`src/fesm_params.svh`:
```
// Purpose: offsets, field positions, reset values and timing for the flash
//          erase-suspend and mode control block
// Assumes: register indices are word indices; byte address is index times four
// Notes: timing figures are plain defaults, scale to the real array
`ifndef FESM_PARAMS_SVH
`define FESM_PARAMS_SVH

`define FESM_CLK_MHZ 20
`define FESM_IDX_CTRL0 12'h1B4
`define FESM_IDX_CTRL1 12'h1B5
`define FESM_IDX_SUSP 12'h1B6
`define FESM_IDX_STAT 12'h1B7
`define FESM_IDX_CMD 12'h1B8

`define FESM_C0_REWRITE 1
`define FESM_C0_EWSEL 2
`define FESM_C0_STOP 3
`define FESM_C0_SEQRST 4
`define FESM_C1_BLK_LO 4
`define FESM_C1_BLK_HI 7
`define FESM_SU_EN 0
`define FESM_SU_REQ 1
`define FESM_SU_IRQEN 2
`define FESM_SU_RSV_LO 4
`define FESM_SU_RSV_HI 6
`define FESM_SU_LCR 7
`define FESM_ST_READY 7
`define FESM_ST_SUSP 6
`define FESM_ST_ERR 4
`define FESM_CMD_OP_LO 0
`define FESM_CMD_OP_HI 2
`define FESM_CMD_AREA 3
`define FESM_CMD_BLK_LO 4
`define FESM_CMD_BLK_HI 5

`define FESM_SUSP_RST 8'h00
`define FESM_CTRL_RST 8'h00
`define FESM_AREA_DATA 1'b0
`define FESM_AREA_CODE 1'b1

`define FESM_ERASE_NS 2000
`define FESM_PROG_NS 400
`define FESM_SUSP_LAT_NS 250

`endif

```
`src/fesm_pkg.sv`:
```
// Purpose: types shared by the flash erase-suspend control files
// Assumes: nothing beyond the parameter header
// Notes: the whole sequencer state is one packed struct
package fesm_pkg;

    typedef enum logic [2:0] {
        OP_NONE,
        OP_ERASE,
        OP_PROG,
        OP_LOCK_PROG,
        OP_LOCK_READ,
        OP_CLR_STAT,
        OP_BLANK
    } fesm_op_t;

    typedef struct packed {
        logic [1:0] blk;
        logic area;
        fesm_op_t op;
    } fesm_cmd_t;

    typedef enum logic [2:0] {
        S_IDLE,
        S_ERASE,
        S_PROG,
        S_SUSP_LAT,
        S_SUSP_ENTER,
        S_SUSP,
        S_SUSP_PROG
    } fesm_seq_t;

    typedef struct packed {
        logic rw_en;
        logic ew_sel;
        logic stop;
        logic [3:0] blk_dis;
        logic sus_en;
        logic sus_req;
        logic irq_en;
        logic [2:0] rsvd;
        logic lcr;
        fesm_seq_t st;
        logic [11:0] ecnt;
        logic [11:0] cnt;
        fesm_cmd_t cur;
        fesm_cmd_t sus_tgt;
        logic rd_arr;
        logic err;
        logic acc;
        logic rej;
        logic rd_ok;
        logic [7:0] rdata;
    } fesm_state_t;

endpackage

```
`src/fesm_cmd_gate.sv`:
```
// Purpose: decides whether a flash command or an array read is allowed now
// Assumes: all inputs come from flops of the same clock
// Notes: purely combinational; the caller registers what leaves the block
`timescale 1ns/1ns
`include "fesm_params.svh"
module fesm_cmd_gate (
    input wire fesm_pkg::fesm_cmd_t cmd,
    input wire logic rw_en,
    input wire logic stop,
    input wire logic ready,
    input wire logic susp,
    input wire fesm_pkg::fesm_cmd_t sus_tgt,
    input wire fesm_pkg::fesm_cmd_t busy_tgt,
    input wire logic [3:0] blk_dis,
    input wire logic rd_area,
    input wire logic [1:0] rd_blk,
    output logic cmd_ok,
    output logic rd_ok
);
    import fesm_pkg::*;

    function automatic logic same_blk(input logic a, input logic [1:0] b, input fesm_cmd_t t);
        same_blk = (a == t.area) && (b == t.blk);
    endfunction

    logic rewrite_op;

    always_comb begin
        rewrite_op = (cmd.op == OP_ERASE) || (cmd.op == OP_PROG);
        cmd_ok = 1'b1;
        if (!rw_en || stop || cmd.op == OP_NONE) begin
            cmd_ok = 1'b0;
        end else if (cmd.op == OP_CLR_STAT) begin
            cmd_ok = ready;
        end else if (!ready) begin
            cmd_ok = 1'b0;
        end else if (cmd.area == `FESM_AREA_DATA && rewrite_op && blk_dis[cmd.blk]) begin
            cmd_ok = 1'b0;
        end else if (susp) begin
            // erase and blank check stay off; the suspended block is untouchable
            if (cmd.op == OP_ERASE || cmd.op == OP_BLANK) begin
                cmd_ok = 1'b0;
            end else if (same_blk(cmd.area, cmd.blk, sus_tgt)) begin
                cmd_ok = 1'b0;
            end
        end
    end

    always_comb begin
        if (ready) begin
            rd_ok = !(susp && same_blk(rd_area, rd_blk, sus_tgt));
        end else begin
            // background read of code space while the data flash is busy
            rd_ok = (rd_area == `FESM_AREA_CODE) && (busy_tgt.area == `FESM_AREA_DATA);
        end
    end

endmodule

```
`src/fesm_ctrl.sv`:
```
// Purpose: flash rewrite control: block protect, erase-suspend and resume,
//          erase-while-running mode select, low-current read control
// Assumes: APB master on core_clk; irq_req is an enabled interrupt request
//          from logic on the same clock
// Notes: the array itself is modelled only by busy counters
//        a request left at one while idle suspends the next erase if the enable bit is set,
//        so software clears it before starting one
//        sequence reset keeps the request bit as last written
//        the stop bit only gates commands; nothing is powered down
//
// Overview of operation
// - set disable bit blocks data block rewrites
// - suspend register resets zero, fixed bit layout
// - request set by software or interrupt
// - enabled request suspends erase; clear resumes
// - suspend shows ready first, then suspend flag
// - resume drops ready and suspend flags together
// - rewrite enable accepts commands; mode a default
// - mode b select needs rewrite enable first
// - mode b interrupt suspends after latency
// - suspended block locked; other blocks usable
// - other area programmable and readable during suspend
// - programming can never be suspended
// - suspend command set; clear needs ready
// - array read mode on suspend entry
// - suspend disabled while enable bit zero
// - sequence reset also drops suspend state
// - sequence reset needs rewrite mode and busy or suspend
//
// The APB slave port was chosen for this implementation.
`timescale 1ns/1ns
`include "fesm_params.svh"
module fesm_ctrl (
    input wire logic core_clk,
    input wire logic rst,
    input wire logic psel,
    input wire logic penable,
    input wire logic pwrite,
    input wire logic [13:0] paddr,
    input wire logic [31:0] pwdata,
    output logic [31:0] prdata,
    output logic pready,
    output logic pslverr,
    input wire logic irq_req,
    input wire logic rd_area,
    input wire logic [1:0] rd_blk,
    output logic rd_allow,
    output logic ready_flag,
    output logic suspend_in_progress_flag,
    output logic array_read_mode,
    output logic low_current_read,
    output logic flash_stop,
    output logic erase_while_run_mode_b,
    output logic cmd_accept,
    output logic cmd_reject
);
    import fesm_pkg::*;

    ////////////////////////////////////////////////////////////////////////////
    // timing

    localparam logic [11:0] ERASE_CYC =
        12'((`FESM_ERASE_NS * `FESM_CLK_MHZ + 999) / 1000);
    localparam logic [11:0] PROG_CYC =
        12'((`FESM_PROG_NS * `FESM_CLK_MHZ + 999) / 1000);
    localparam logic [11:0] SUSP_LAT_CYC =
        12'((`FESM_SUSP_LAT_NS * `FESM_CLK_MHZ + 999) / 1000);

    localparam logic [2:0] ID_NONE = 3'h0;
    localparam logic [2:0] ID_CTRL0 = 3'h1;
    localparam logic [2:0] ID_CTRL1 = 3'h2;
    localparam logic [2:0] ID_SUSP = 3'h3;
    localparam logic [2:0] ID_STAT = 3'h4;
    localparam logic [2:0] ID_CMD = 3'h5;

    ////////////////////////////////////////////////////////////////////////////
    // decode

    function automatic logic [2:0] reg_id(input logic [13:0] a);
        if (a == {`FESM_IDX_CTRL0, 2'b00}) begin
            reg_id = ID_CTRL0;
        end else if (a == {`FESM_IDX_CTRL1, 2'b00}) begin
            reg_id = ID_CTRL1;
        end else if (a == {`FESM_IDX_SUSP, 2'b00}) begin
            reg_id = ID_SUSP;
        end else if (a == {`FESM_IDX_STAT, 2'b00}) begin
            reg_id = ID_STAT;
        end else if (a == {`FESM_IDX_CMD, 2'b00}) begin
            reg_id = ID_CMD;
        end else begin
            reg_id = ID_NONE;
        end
    endfunction

    function automatic logic starts_work(input logic wr, input logic ok, input fesm_op_t op);
        starts_work = wr && ok && (op != OP_CLR_STAT);
    endfunction

    function automatic logic last_tick(input logic [11:0] c);
        last_tick = (c <= 12'h001);
    endfunction

    fesm_state_t s_q;
    fesm_state_t s_d;

    logic ready;
    logic susp;
    logic erasing;
    logic wr_acc;
    logic [2:0] wr_id;
    logic cmd_wr;
    logic seq_rst;
    logic gate_cmd_ok;
    logic gate_rd_ok;
    logic gate_susp;
    fesm_cmd_t wcmd;

    // ready also covers the one-cycle step before the suspend flag rises
    assign ready = (s_q.st == S_IDLE) || (s_q.st == S_SUSP_ENTER) || (s_q.st == S_SUSP);
    assign susp = (s_q.st == S_SUSP) || (s_q.st == S_SUSP_PROG);
    // interrupts outside an erase are ignored, so a program is never parked
    assign erasing = (s_q.st == S_ERASE) || (s_q.st == S_SUSP_LAT);
    // the step before the suspend flag rises already counts as suspended,
    // so no erase and no access to the halted block slips in there
    assign gate_susp = susp || (s_q.st == S_SUSP_ENTER);
    assign wr_acc = psel && penable && pwrite;
    assign wr_id = reg_id(paddr);
    assign cmd_wr = wr_acc && (wr_id == ID_CMD);
    // a strobe only: never stored, so it reads back as zero
    assign seq_rst = wr_acc && (wr_id == ID_CTRL0) && pwdata[`FESM_C0_SEQRST];

    assign wcmd.op = fesm_op_t'(pwdata[`FESM_CMD_OP_HI:`FESM_CMD_OP_LO]);
    assign wcmd.area = pwdata[`FESM_CMD_AREA];
    assign wcmd.blk = pwdata[`FESM_CMD_BLK_HI:`FESM_CMD_BLK_LO];

    fesm_cmd_gate u_gate (
        .cmd(wcmd),
        .rw_en(s_q.rw_en),
        .stop(s_q.stop),
        .ready(ready),
        .susp(gate_susp),
        .sus_tgt(s_q.sus_tgt),
        .busy_tgt(s_q.cur),
        .blk_dis(s_q.blk_dis),
        .rd_area(rd_area),
        .rd_blk(rd_blk),
        .cmd_ok(gate_cmd_ok),
        .rd_ok(gate_rd_ok)
    );

    ////////////////////////////////////////////////////////////////////////////
    // next state

    always_comb begin
        s_d = s_q;
        s_d.acc = 1'b0;
        s_d.rej = 1'b0;
        s_d.rd_ok = gate_rd_ok;

        // read data is captured in the setup cycle so prdata is a flop
        if (psel && !penable) begin
            if (reg_id(paddr) == ID_CTRL0) begin
                s_d.rdata = {4'h0, s_q.stop, s_q.ew_sel, s_q.rw_en, 1'b0};
            end else if (reg_id(paddr) == ID_CTRL1) begin
                s_d.rdata = {s_q.blk_dis, 4'h0};
            end else if (reg_id(paddr) == ID_SUSP) begin
                s_d.rdata = {s_q.lcr, s_q.rsvd, 1'b0, s_q.irq_en, s_q.sus_req, s_q.sus_en};
            end else if (reg_id(paddr) == ID_STAT) begin
                s_d.rdata = {ready, susp, 1'b0, s_q.err, 4'h0};
            end else begin
                s_d.rdata = 8'h00;
            end
        end

        if (wr_acc && wr_id == ID_CTRL0) begin
            s_d.rw_en = pwdata[`FESM_C0_REWRITE];
            // mode b only sticks once rewrite mode was already on
            s_d.ew_sel = s_q.rw_en && pwdata[`FESM_C0_EWSEL];
            s_d.stop = pwdata[`FESM_C0_STOP];
            if (!pwdata[`FESM_C0_REWRITE]) begin
                s_d.blk_dis = 4'h0;
            end
        end
        if (wr_acc && wr_id == ID_CTRL1) begin
            s_d.blk_dis = pwdata[`FESM_C1_BLK_HI:`FESM_C1_BLK_LO];
        end
        if (wr_acc && wr_id == ID_SUSP) begin
            s_d.sus_en = pwdata[`FESM_SU_EN];
            s_d.irq_en = pwdata[`FESM_SU_IRQEN];
            s_d.lcr = pwdata[`FESM_SU_LCR];
            s_d.rsvd = pwdata[`FESM_SU_RSV_HI:`FESM_SU_RSV_LO];
            if (pwdata[`FESM_SU_REQ]) begin
                s_d.sus_req = 1'b1;
            end else if (s_q.rw_en) begin
                s_d.sus_req = 1'b0;
            end
        end
        // an interrupt in the same cycle as a clearing write still wins
        if (s_q.irq_en && irq_req && erasing) begin
            s_d.sus_req = 1'b1;
        end

        if (cmd_wr) begin
            s_d.acc = gate_cmd_ok;
            s_d.rej = !gate_cmd_ok;
            if (!gate_cmd_ok) begin
                s_d.err = 1'b1;
            end else if (wcmd.op == OP_CLR_STAT) begin
                s_d.err = 1'b0;
            end
        end

        case (s_q.st)
            S_IDLE: begin
                // a request bit set here is only stored
                if (starts_work(cmd_wr, gate_cmd_ok, wcmd.op)) begin
                    s_d.cur = wcmd;
                    s_d.rd_arr = 1'b0;
                    if (wcmd.op == OP_ERASE) begin
                        s_d.st = S_ERASE;
                        s_d.ecnt = ERASE_CYC;
                        s_d.sus_tgt = wcmd;
                    end else begin
                        s_d.st = S_PROG;
                        s_d.cnt = PROG_CYC;
                    end
                end
            end
            S_ERASE: begin
                if (last_tick(s_q.ecnt)) begin
                    s_d.st = S_IDLE;
                    s_d.ecnt = 12'h000;
                    s_d.rd_arr = 1'b1;
                end else begin
                    s_d.ecnt = s_q.ecnt - 12'h001;
                    if (s_q.sus_en && s_q.sus_req) begin
                        s_d.st = S_SUSP_LAT;
                        s_d.cnt = SUSP_LAT_CYC;
                    end
                end
            end
            S_PROG: begin
                // no suspend path out of here: programming runs to the end
                if (last_tick(s_q.cnt)) begin
                    s_d.st = S_IDLE;
                    s_d.cnt = 12'h000;
                    s_d.rd_arr = 1'b1;
                end else begin
                    s_d.cnt = s_q.cnt - 12'h001;
                end
            end
            S_SUSP_LAT: begin
                // the erase keeps running until the latency is spent
                if (last_tick(s_q.ecnt)) begin
                    s_d.st = S_IDLE;
                    s_d.ecnt = 12'h000;
                    s_d.rd_arr = 1'b1;
                end else begin
                    s_d.ecnt = s_q.ecnt - 12'h001;
                    if (last_tick(s_q.cnt)) begin
                        s_d.st = S_SUSP_ENTER;
                        s_d.rd_arr = 1'b1;
                    end else begin
                        s_d.cnt = s_q.cnt - 12'h001;
                    end
                end
            end
            S_SUSP_ENTER: begin
                s_d.st = S_SUSP;
            end
            S_SUSP: begin
                if (!s_q.sus_req) begin
                    s_d.st = S_ERASE;
                    s_d.rd_arr = 1'b0;
                end else if (starts_work(cmd_wr, gate_cmd_ok, wcmd.op)) begin
                    s_d.st = S_SUSP_PROG;
                    s_d.cur = wcmd;
                    s_d.cnt = PROG_CYC;
                    s_d.rd_arr = 1'b0;
                end
            end
            S_SUSP_PROG: begin
                if (last_tick(s_q.cnt)) begin
                    s_d.st = S_SUSP;
                    s_d.cnt = 12'h000;
                    s_d.cur = s_q.sus_tgt;
                    s_d.rd_arr = 1'b1;
                end else begin
                    s_d.cnt = s_q.cnt - 12'h001;
                end
            end
            default: begin
                s_d.st = S_IDLE;
            end
        endcase

        // forced stop also throws the suspended erase away
        if (seq_rst && s_q.rw_en && (!ready || susp || s_q.st == S_SUSP_ENTER)) begin
            s_d.st = S_IDLE;
            s_d.ecnt = 12'h000;
            s_d.cnt = 12'h000;
            s_d.rd_arr = 1'b1;
        end
    end

    ////////////////////////////////////////////////////////////////////////////
    // registers

    always_ff @(posedge core_clk) begin
        if (rst) begin
            s_q <= '0;
            s_q.rd_arr <= 1'b1;
        end else begin
            s_q <= s_d;
        end
    end

    ////////////////////////////////////////////////////////////////////////////
    // outputs

    assign prdata = {24'h000000, s_q.rdata};
    // every register answers at once: no wait states
    assign pready = 1'b1;
    assign pslverr = psel && penable && (reg_id(paddr) == ID_NONE);
    assign rd_allow = s_q.rd_ok;
    assign ready_flag = ready;
    assign suspend_in_progress_flag = susp;
    assign array_read_mode = s_q.rd_arr;
    assign low_current_read = s_q.lcr;
    assign flash_stop = s_q.stop;
    assign erase_while_run_mode_b = s_q.ew_sel;
    assign cmd_accept = s_q.acc;
    assign cmd_reject = s_q.rej;

endmodule

```
`config.mk`:
```
export PLATFORM = sky130hd
export DESIGN_NAME = fesm_ctrl
export DESIGN_NICKNAME = d
export VERILOG_FILES = /design/src/fesm_pkg.sv /design/src/fesm_cmd_gate.sv /design/src/fesm_ctrl.sv
export VERILOG_INCLUDE_DIRS = /design/src
export SDC_FILE = /design/constraint.sdc
export NUM_CORES = 1
export LEC_CHECK = 0
export ABC_AREA = 1
export BUFFER_PORTS_ARGS = -buffer_cell sky130_fd_sc_hd__buf_2
export CAP_MARGIN = 25
export CORE_ASPECT_RATIO = 0.6
export CORE_MARGIN = 3
export CORE_UTILIZATION = 45
export CTS_BUF_LIST = sky130_fd_sc_hd__clkbuf_8
export CTS_CLUSTER_DIAMETER = 120
export DETAILED_ROUTE_END_ITERATION = 10
export PLACE_DENSITY = 0.75
export SYNTH_ARGS = -nofsm -noshare
export SYNTH_HDL_FRONTEND = slang
export SYNTH_SLANG_ARGS = --single-unit
```
`constraint.sdc`:
```
create_clock -name core_clk -period 2.35 [get_ports core_clk]
set_input_delay 0.3525 -clock core_clk [delete_from_list [all_inputs] [get_ports core_clk]]
set_output_delay 0.3525 -clock core_clk [all_outputs]
set_load 0.01 [all_outputs]
```
======== Word level (Yosys, flattened, before mapping) ========
Cells that the tools add are included.
word-level totals
  input port bits ......................... 55
  word-level logic and storage cells ...... 204
  register bits ........................... 61
  output and inout bits ................... 43
cells by class
  magnitude comparators ................... 3
  add/subtract/negate cells ............... 2
  bitwise logic cells ..................... 3
  mux-type cells .......................... 69
  eq/ne operators ......................... 45
  reductions and logical operators ........ 60
operators by type and width
  kind                   number
  $mux 12                7
  $eq 14x11->1 const B   5
  $mux 3                 21
  $pmux 12 s5            1
  $mux 40                1
  $mux 18                2
  $pmux 12 s3            1
  $mux 8                 4
  $mux 15                2
  $le 12x1->1 const B    2
  $sub 12x1->12 const B  2
  $logic_and 1x1->1      23
  $eq 3x2->1 const B     7
  $eq 3x3->1 const B     7
  $pmux 3 s7             1
  $mux 1                 19
  $mux 4                 4
  $ne 2x1->1 const B     8
  $eq 3x1->1 const B     4
  $mux 6                 2
  $ne 2x2->1 const B     6
  $pmux 4 s3             1
  $logic_or 1x1->1       11
  $logic_not 3->1        3
  21 further kinds       38

======== Logic depth before layout (Yosys ltp) ========
  depth after elaboration ................. 24
  gate-level depth with buffers ........... 15
  depth with buffers taken out ............ 15

======== Hierarchy ========
Synthesis repeated with hierarchy kept, for this count alone.
second synthesis, totals
  cells, all modules ...................... 665
  area, all modules ....................... 4274.1 µm²
modules (own cells, without submodules)
  module         area each (µm²)  times used  cells an instance
  fesm_ctrl      4055.1           1           620
  fesm_cmd_gate  219.0            1           45

======== Worst setup path before layout ========
No wires, ideal clock.
  path type ............................... register -> register
  from .................................... register s_q[25] (netlist bit)
  to ...................................... register s_q[28] (netlist bit)
  cell stages (with the launch flop) ...... 14
  data required time ...................... 2.237 ns
  path buffers ............................ 1
  arrival ................................. 1.662 ns
  slack ................................... 0.575 ns
  cells stage by stage .................... dfxtp_1 -> inv_1 -> ha_1 -> o21ai_0 -> nor2_1 -> nand2_1 -> nand2_1 -> nand2_1 -> nand2_2 -> nor2_4 -> nand3_4 -> buf_6 -> nor2_1 -> nor2_1
between the ends
  word-level cells in the longest chain between the ends .. 4
  elaborated cells on any way between the ends .. 8
RTL lines
  element             line                                                  text
  start: declaration  fesm_ctrl.sv:103                                      fesm_state_t s_q;
  $sub 12x1->12       fesm_ctrl.sv:249, fesm_ctrl.sv:264, fesm_ctrl.sv:289
  $mux 12             fesm_ctrl.sv:260                                      if (last_tick(s_q.cnt)) begin
  $mux 12             fesm_ctrl.sv:254                                      if (last_tick(s_q.ecnt)) begin
  $pmux 12 s5         fesm_ctrl.sv:213                                      case (s_q.st)
Parallel ways exist; a longest one is shown, timed or not. The select of a mux whose other input is x is not followed.
A chain may end at the register's enable or synchronous reset.

======== Final worst setup path ========
  from .................................... register s_q[37] (netlist bit)
  to ...................................... register s_q[49] (netlist bit)
between the ends
  word-level cells in the longest chain between the ends .. 3
  elaborated cells on any way between the ends .. 7
RTL lines
  element                                                                 line              text
  $le 12x1->1 *                                                           fesm_ctrl.sv:100  last_tick = (c <= 12'h001);
  $ne 3x1->1 (no source line), or another cell as far along               -
  $reduce_and 6->1 (no source line) / $pmux 3 s7 (equally long branches)  -
Every way passes the cells marked *; elsewhere a longest branch is shown, timed or not.

==> run summary <==
Clock skew on the completed layout was measured at 0.006217 ns. The width of the die came out at 126.4 µm. The detailed placement HPWL is 8260 µm. The number of flops mapped to enable cells by yosys came out at 0. The iteration count of the initial detailed-routing pass is 8.

The area overhead of the layout relative to synthesis is 10.74%. Traced cell by cell, the critical path runs through inv_1, ha_1, o21ai_1, nor2_1, nand2_1, nand2_2, inv_2, nand2_2, nor2_1, nor2_1, nand2_1, nand2_1, a21oi_1. The post-synthesis cell area came out at 3914 µm². Grouping stages by cell kind, the critical path spends the most delay in simple AND/OR/NAND/NOR gates. The path class of the lowest-slack min-delay path is in -> reg. Yosys printed 0 warnings. In this design, the stage delay of the slowest critical-path cell is 0.39 ns. The via total after detailed routing came out at 4,035. The cell sitting at the root of the clock tree is a clkbuf_8. The data required time of the critical path came out at 2.62 ns. In this run the most critical hold path is launched from pwdata[7]. In the post-synthesis netlist, the biggest area contributors are dfxtp_1 30%, nand2_1 15%, inv_1 7.7%.

The number of buffers added by the clock tree synthesis step came out at 9. The number of hold buffers added after CTS was 0. The net count of the finished layout is 722. The chip height is 78.24 µm.

The flow ran to the end, and the final reports show no timing, DRC or antenna violations. The fill cell total of the finished layout is 824. The worst setup path is of the reg -> reg kind.

The slowest stage of the critical path is the dfxtp_1 cell. The buffers plus inverters on the worst setup path came out at 2. The startpoint identified for the worst register-to-register timing path is s_q[37]$_SDFFE_PP0P_.

The total I/O pin count came out at 98. The number of global-route vias before repair is 3,641. At the end of routability-driven placement, the weighted congestion stood at 0.9393. The overall die area is 9889 µm².

For this block, the routed nets add up to 10,650 µm of wire. The peak clock frequency supported by timing is 0.4770 GHz. In the final routed layout, each cell accounts on average for 13.74 µm.

The clock-pin slew reported for the worst setup and hold paths after clock tree synthesis is 0.07 ns. STA classifies the critical path endpoint as a flip-flop. The number of H-tree branching levels is 3. The maximum ir drop on the vdd rail is 0.3155 mV.

Of all flip-flops after synthesis, the portion carrying an async set or reset was 0%. The count of input and output buffers is 48. The number of clock sinks seen by CTS came out at 58. The number of antenna violations at the first check in global routing came to 0. The max-capacitance violation count is 0. The setup slack after placement came out at 0.2184 ns.

The post-CTS resize count came out at 0. The longest clock path from root to sink contains 2 buffers. Of all nets on the critical path, the largest fanout is 7. The largest net degree at the start of global routing came out at 17. The count of routing violations after the opening detailed-route iteration came out at 408.

The launch point of the critical path is s_q[37]$_SDFFE_PP0P_. Summed over all layers, the global routing overflow is 0. Setup repair after global routing left no endpoint under its margin.

The worst hold slack is 0.2734 ns. The count of pins over their slew limit came out at 0. The remaining routing DRC violations is 0. The flip-flop and latch count after synthesis is 58.

The power density over cell area came out at 565.1 nW/µm². The post-synthesis sequential area ratio is 29.67%. The measured slew at the worst slew-check pin came out at 0.5354 ns.

The first global-routing pass estimated 17,770 µm of wire. STA classifies the critical path startpoint as a flip-flop. Global routing consumed, over all layers together, 21.92% of the routing resources. The floorplan has 25 rows. The fraction of layout cells with a size suffix above 1 is 15.44%.

Using the TritonRoute via totals, the vias-per-cell ratio works out to 5.206. The total setup buffers inserted after CTS came out at 0. The final worst slack came out at 0.2534 ns. The design draws 2.449 mW.

Setup violations remaining at the end of the flow were counted as 0. The clock tree from TritonCTS is yes. The netlist uses 42 different library cells. The leakage power of the design came out at 2.141 nW. The detail route stage leaves a number of antenna-violating nets equal to 0. The average cell area after synthesis came out at 6.343 µm². Setup total negative slack on the finished layout was measured at 0 ns. The clock reaches the later pin of the worst-skew pair after 0.34 ns. The biggest area contributor in the post-synthesis netlist is dfxtp_1.

Data on the critical path arrives at its endpoint at 2.37 ns. The floorplan step defined a core boundary enclosing 8164 µm². The fraction of synthesized cell area taken by the top area cell type is 29.67%. The synthesized netlist cell count came out at 617. The effective utilization at floorplan came out at 47.94%. The post-route fraction of the period consumed by the critical path came out at 89.22%. The minimum period implied by the final worst setup slack came out at 2.097 ns. For this run, the leading register cell type out of synthesis is dfxtp_1.

The number of antenna diodes came out at 0. The hold violation count in the final report is 0. The tightest slew margin relative to the limit came out at 64.17%.
[through the flow]
stage               cells  utilization (%)  area (µm²)
floorplan             640                -        4000
global placement      760            50.59        4130
detailed placement    760            50.59        4130
CTS                   775            53.09        4334
global route          775            53.09        4334
finish                775            53.09        4334
[layout make-up]
class,count,area [µm²],area share [%]
clock buffers,12,165.2,3.811
clock inverters,3,38.79,0.8949
inverters,86,322.8,7.448
multi-input cells,450,2196,50.66
flip-flops and latches,58,1161,26.79
well taps,108,135.1,3.118
repair buffers,58,315.3,7.275
[synthesized netlist by cell type (2+ instances only)]
| cell type | instances |
|---|---|
| a21oi_1 | 43 |
| nand4_1 | 18 |
| inv_2 | 6 |
| buf_2 | 6 |
| nand3_1 | 40 |
| nor2_4 | 6 |
| ha_1 | 4 |
| o211ai_1 | 6 |
| nor2_1 | 70 |
| nand2_1 | 158 |
| nand2_2 | 6 |
| nor2_2 | 3 |
| nor3_1 | 8 |
| o22ai_1 | 3 |
| nor4_1 | 2 |
| or2_2 | 3 |
| inv_1 | 80 |
| buf_4 | 35 |
| nand3_2 | 2 |
| clkbuf_1 | 3 |
| conb_1 | 2 |
| xor2_1 | 10 |
| o21ai_0 | 21 |
| o221ai_1 | 4 |
| xnor2_1 | 4 |
| dfxtp_1 | 58 |
[power by group]
part,leakage [nW],switching [mW],internal [mW]
Clock,0.110,0.399,0.565
Sequential,0.469,0.0197,1.01
Combinational,1.56,0.306,0.150
[cell families after synthesis]
logic type	synth area share, %
xor+xnor	3.133
buf+inv	16.43
compound gates	12.28
fa+ha+maj	1.279
flops	29.67
other cells	0.1919
simple gates	37.02
[registers in the layout, indices dropped and copies added, names as in the netlist]
name	count
erase_while_run_mode_b	1
s_q	43
prdata	8
cmd_accept	1
cmd_reject	1
rd_allow	1
array_read_mode	1
low_current_read	1
flash_stop	1
[path summary, 6_finish.rpt]
check / slack (ns) / depth (start not counted) / endpoint
worst max-delay path: 0.25 / 13 / s_q[49]$_SDFFE_PP0P_
worst min-delay path: 0.27 / 3 / s_q[62]$_SDFFE_PP0P_
worst max register to register: 0.25 / 13 / s_q[49]$_SDFFE_PP0P_
worst min register to register: 0.46 / 2 / s_q[53]$_SDFFE_PP0P_
[worst min-delay path, delay by kind of cell]
kind | cells | cell delay (ns)
buffers and inverters | 1 | 0.11
AND/OR/NAND/NOR | 1 | 0.05
AO/OA/AOI/OAI | 1 | 0.05
[cells in the final DEF, fill, tap and decap left out, types with 8 or more instances in the layout]
master	netlist	routed
nand4_1	18	18
nor2_1	70	70
nor3_1	8	8
buf_4	35	10
buf_2	6	48
nand3_1	40	40
inv_1	80	81
a21oi_1	43	43
clkbuf_8	0	12
o21ai_0	21	21
conb_1	2	25
nand2_1	158	158
xor2_1	10	10
dfxtp_1	58	58
[routing by layer]
metal	global-route usage, %	up-vias	part of all wire (%)
li1	-	2004	-
met1	31.84	1845	49
met2	31.38	169	40
met3	7.614	17	9.8
met4	4.069	0	0.94
met5	0	-	0
No activity file was read; power rests on OpenSTA's default activity.
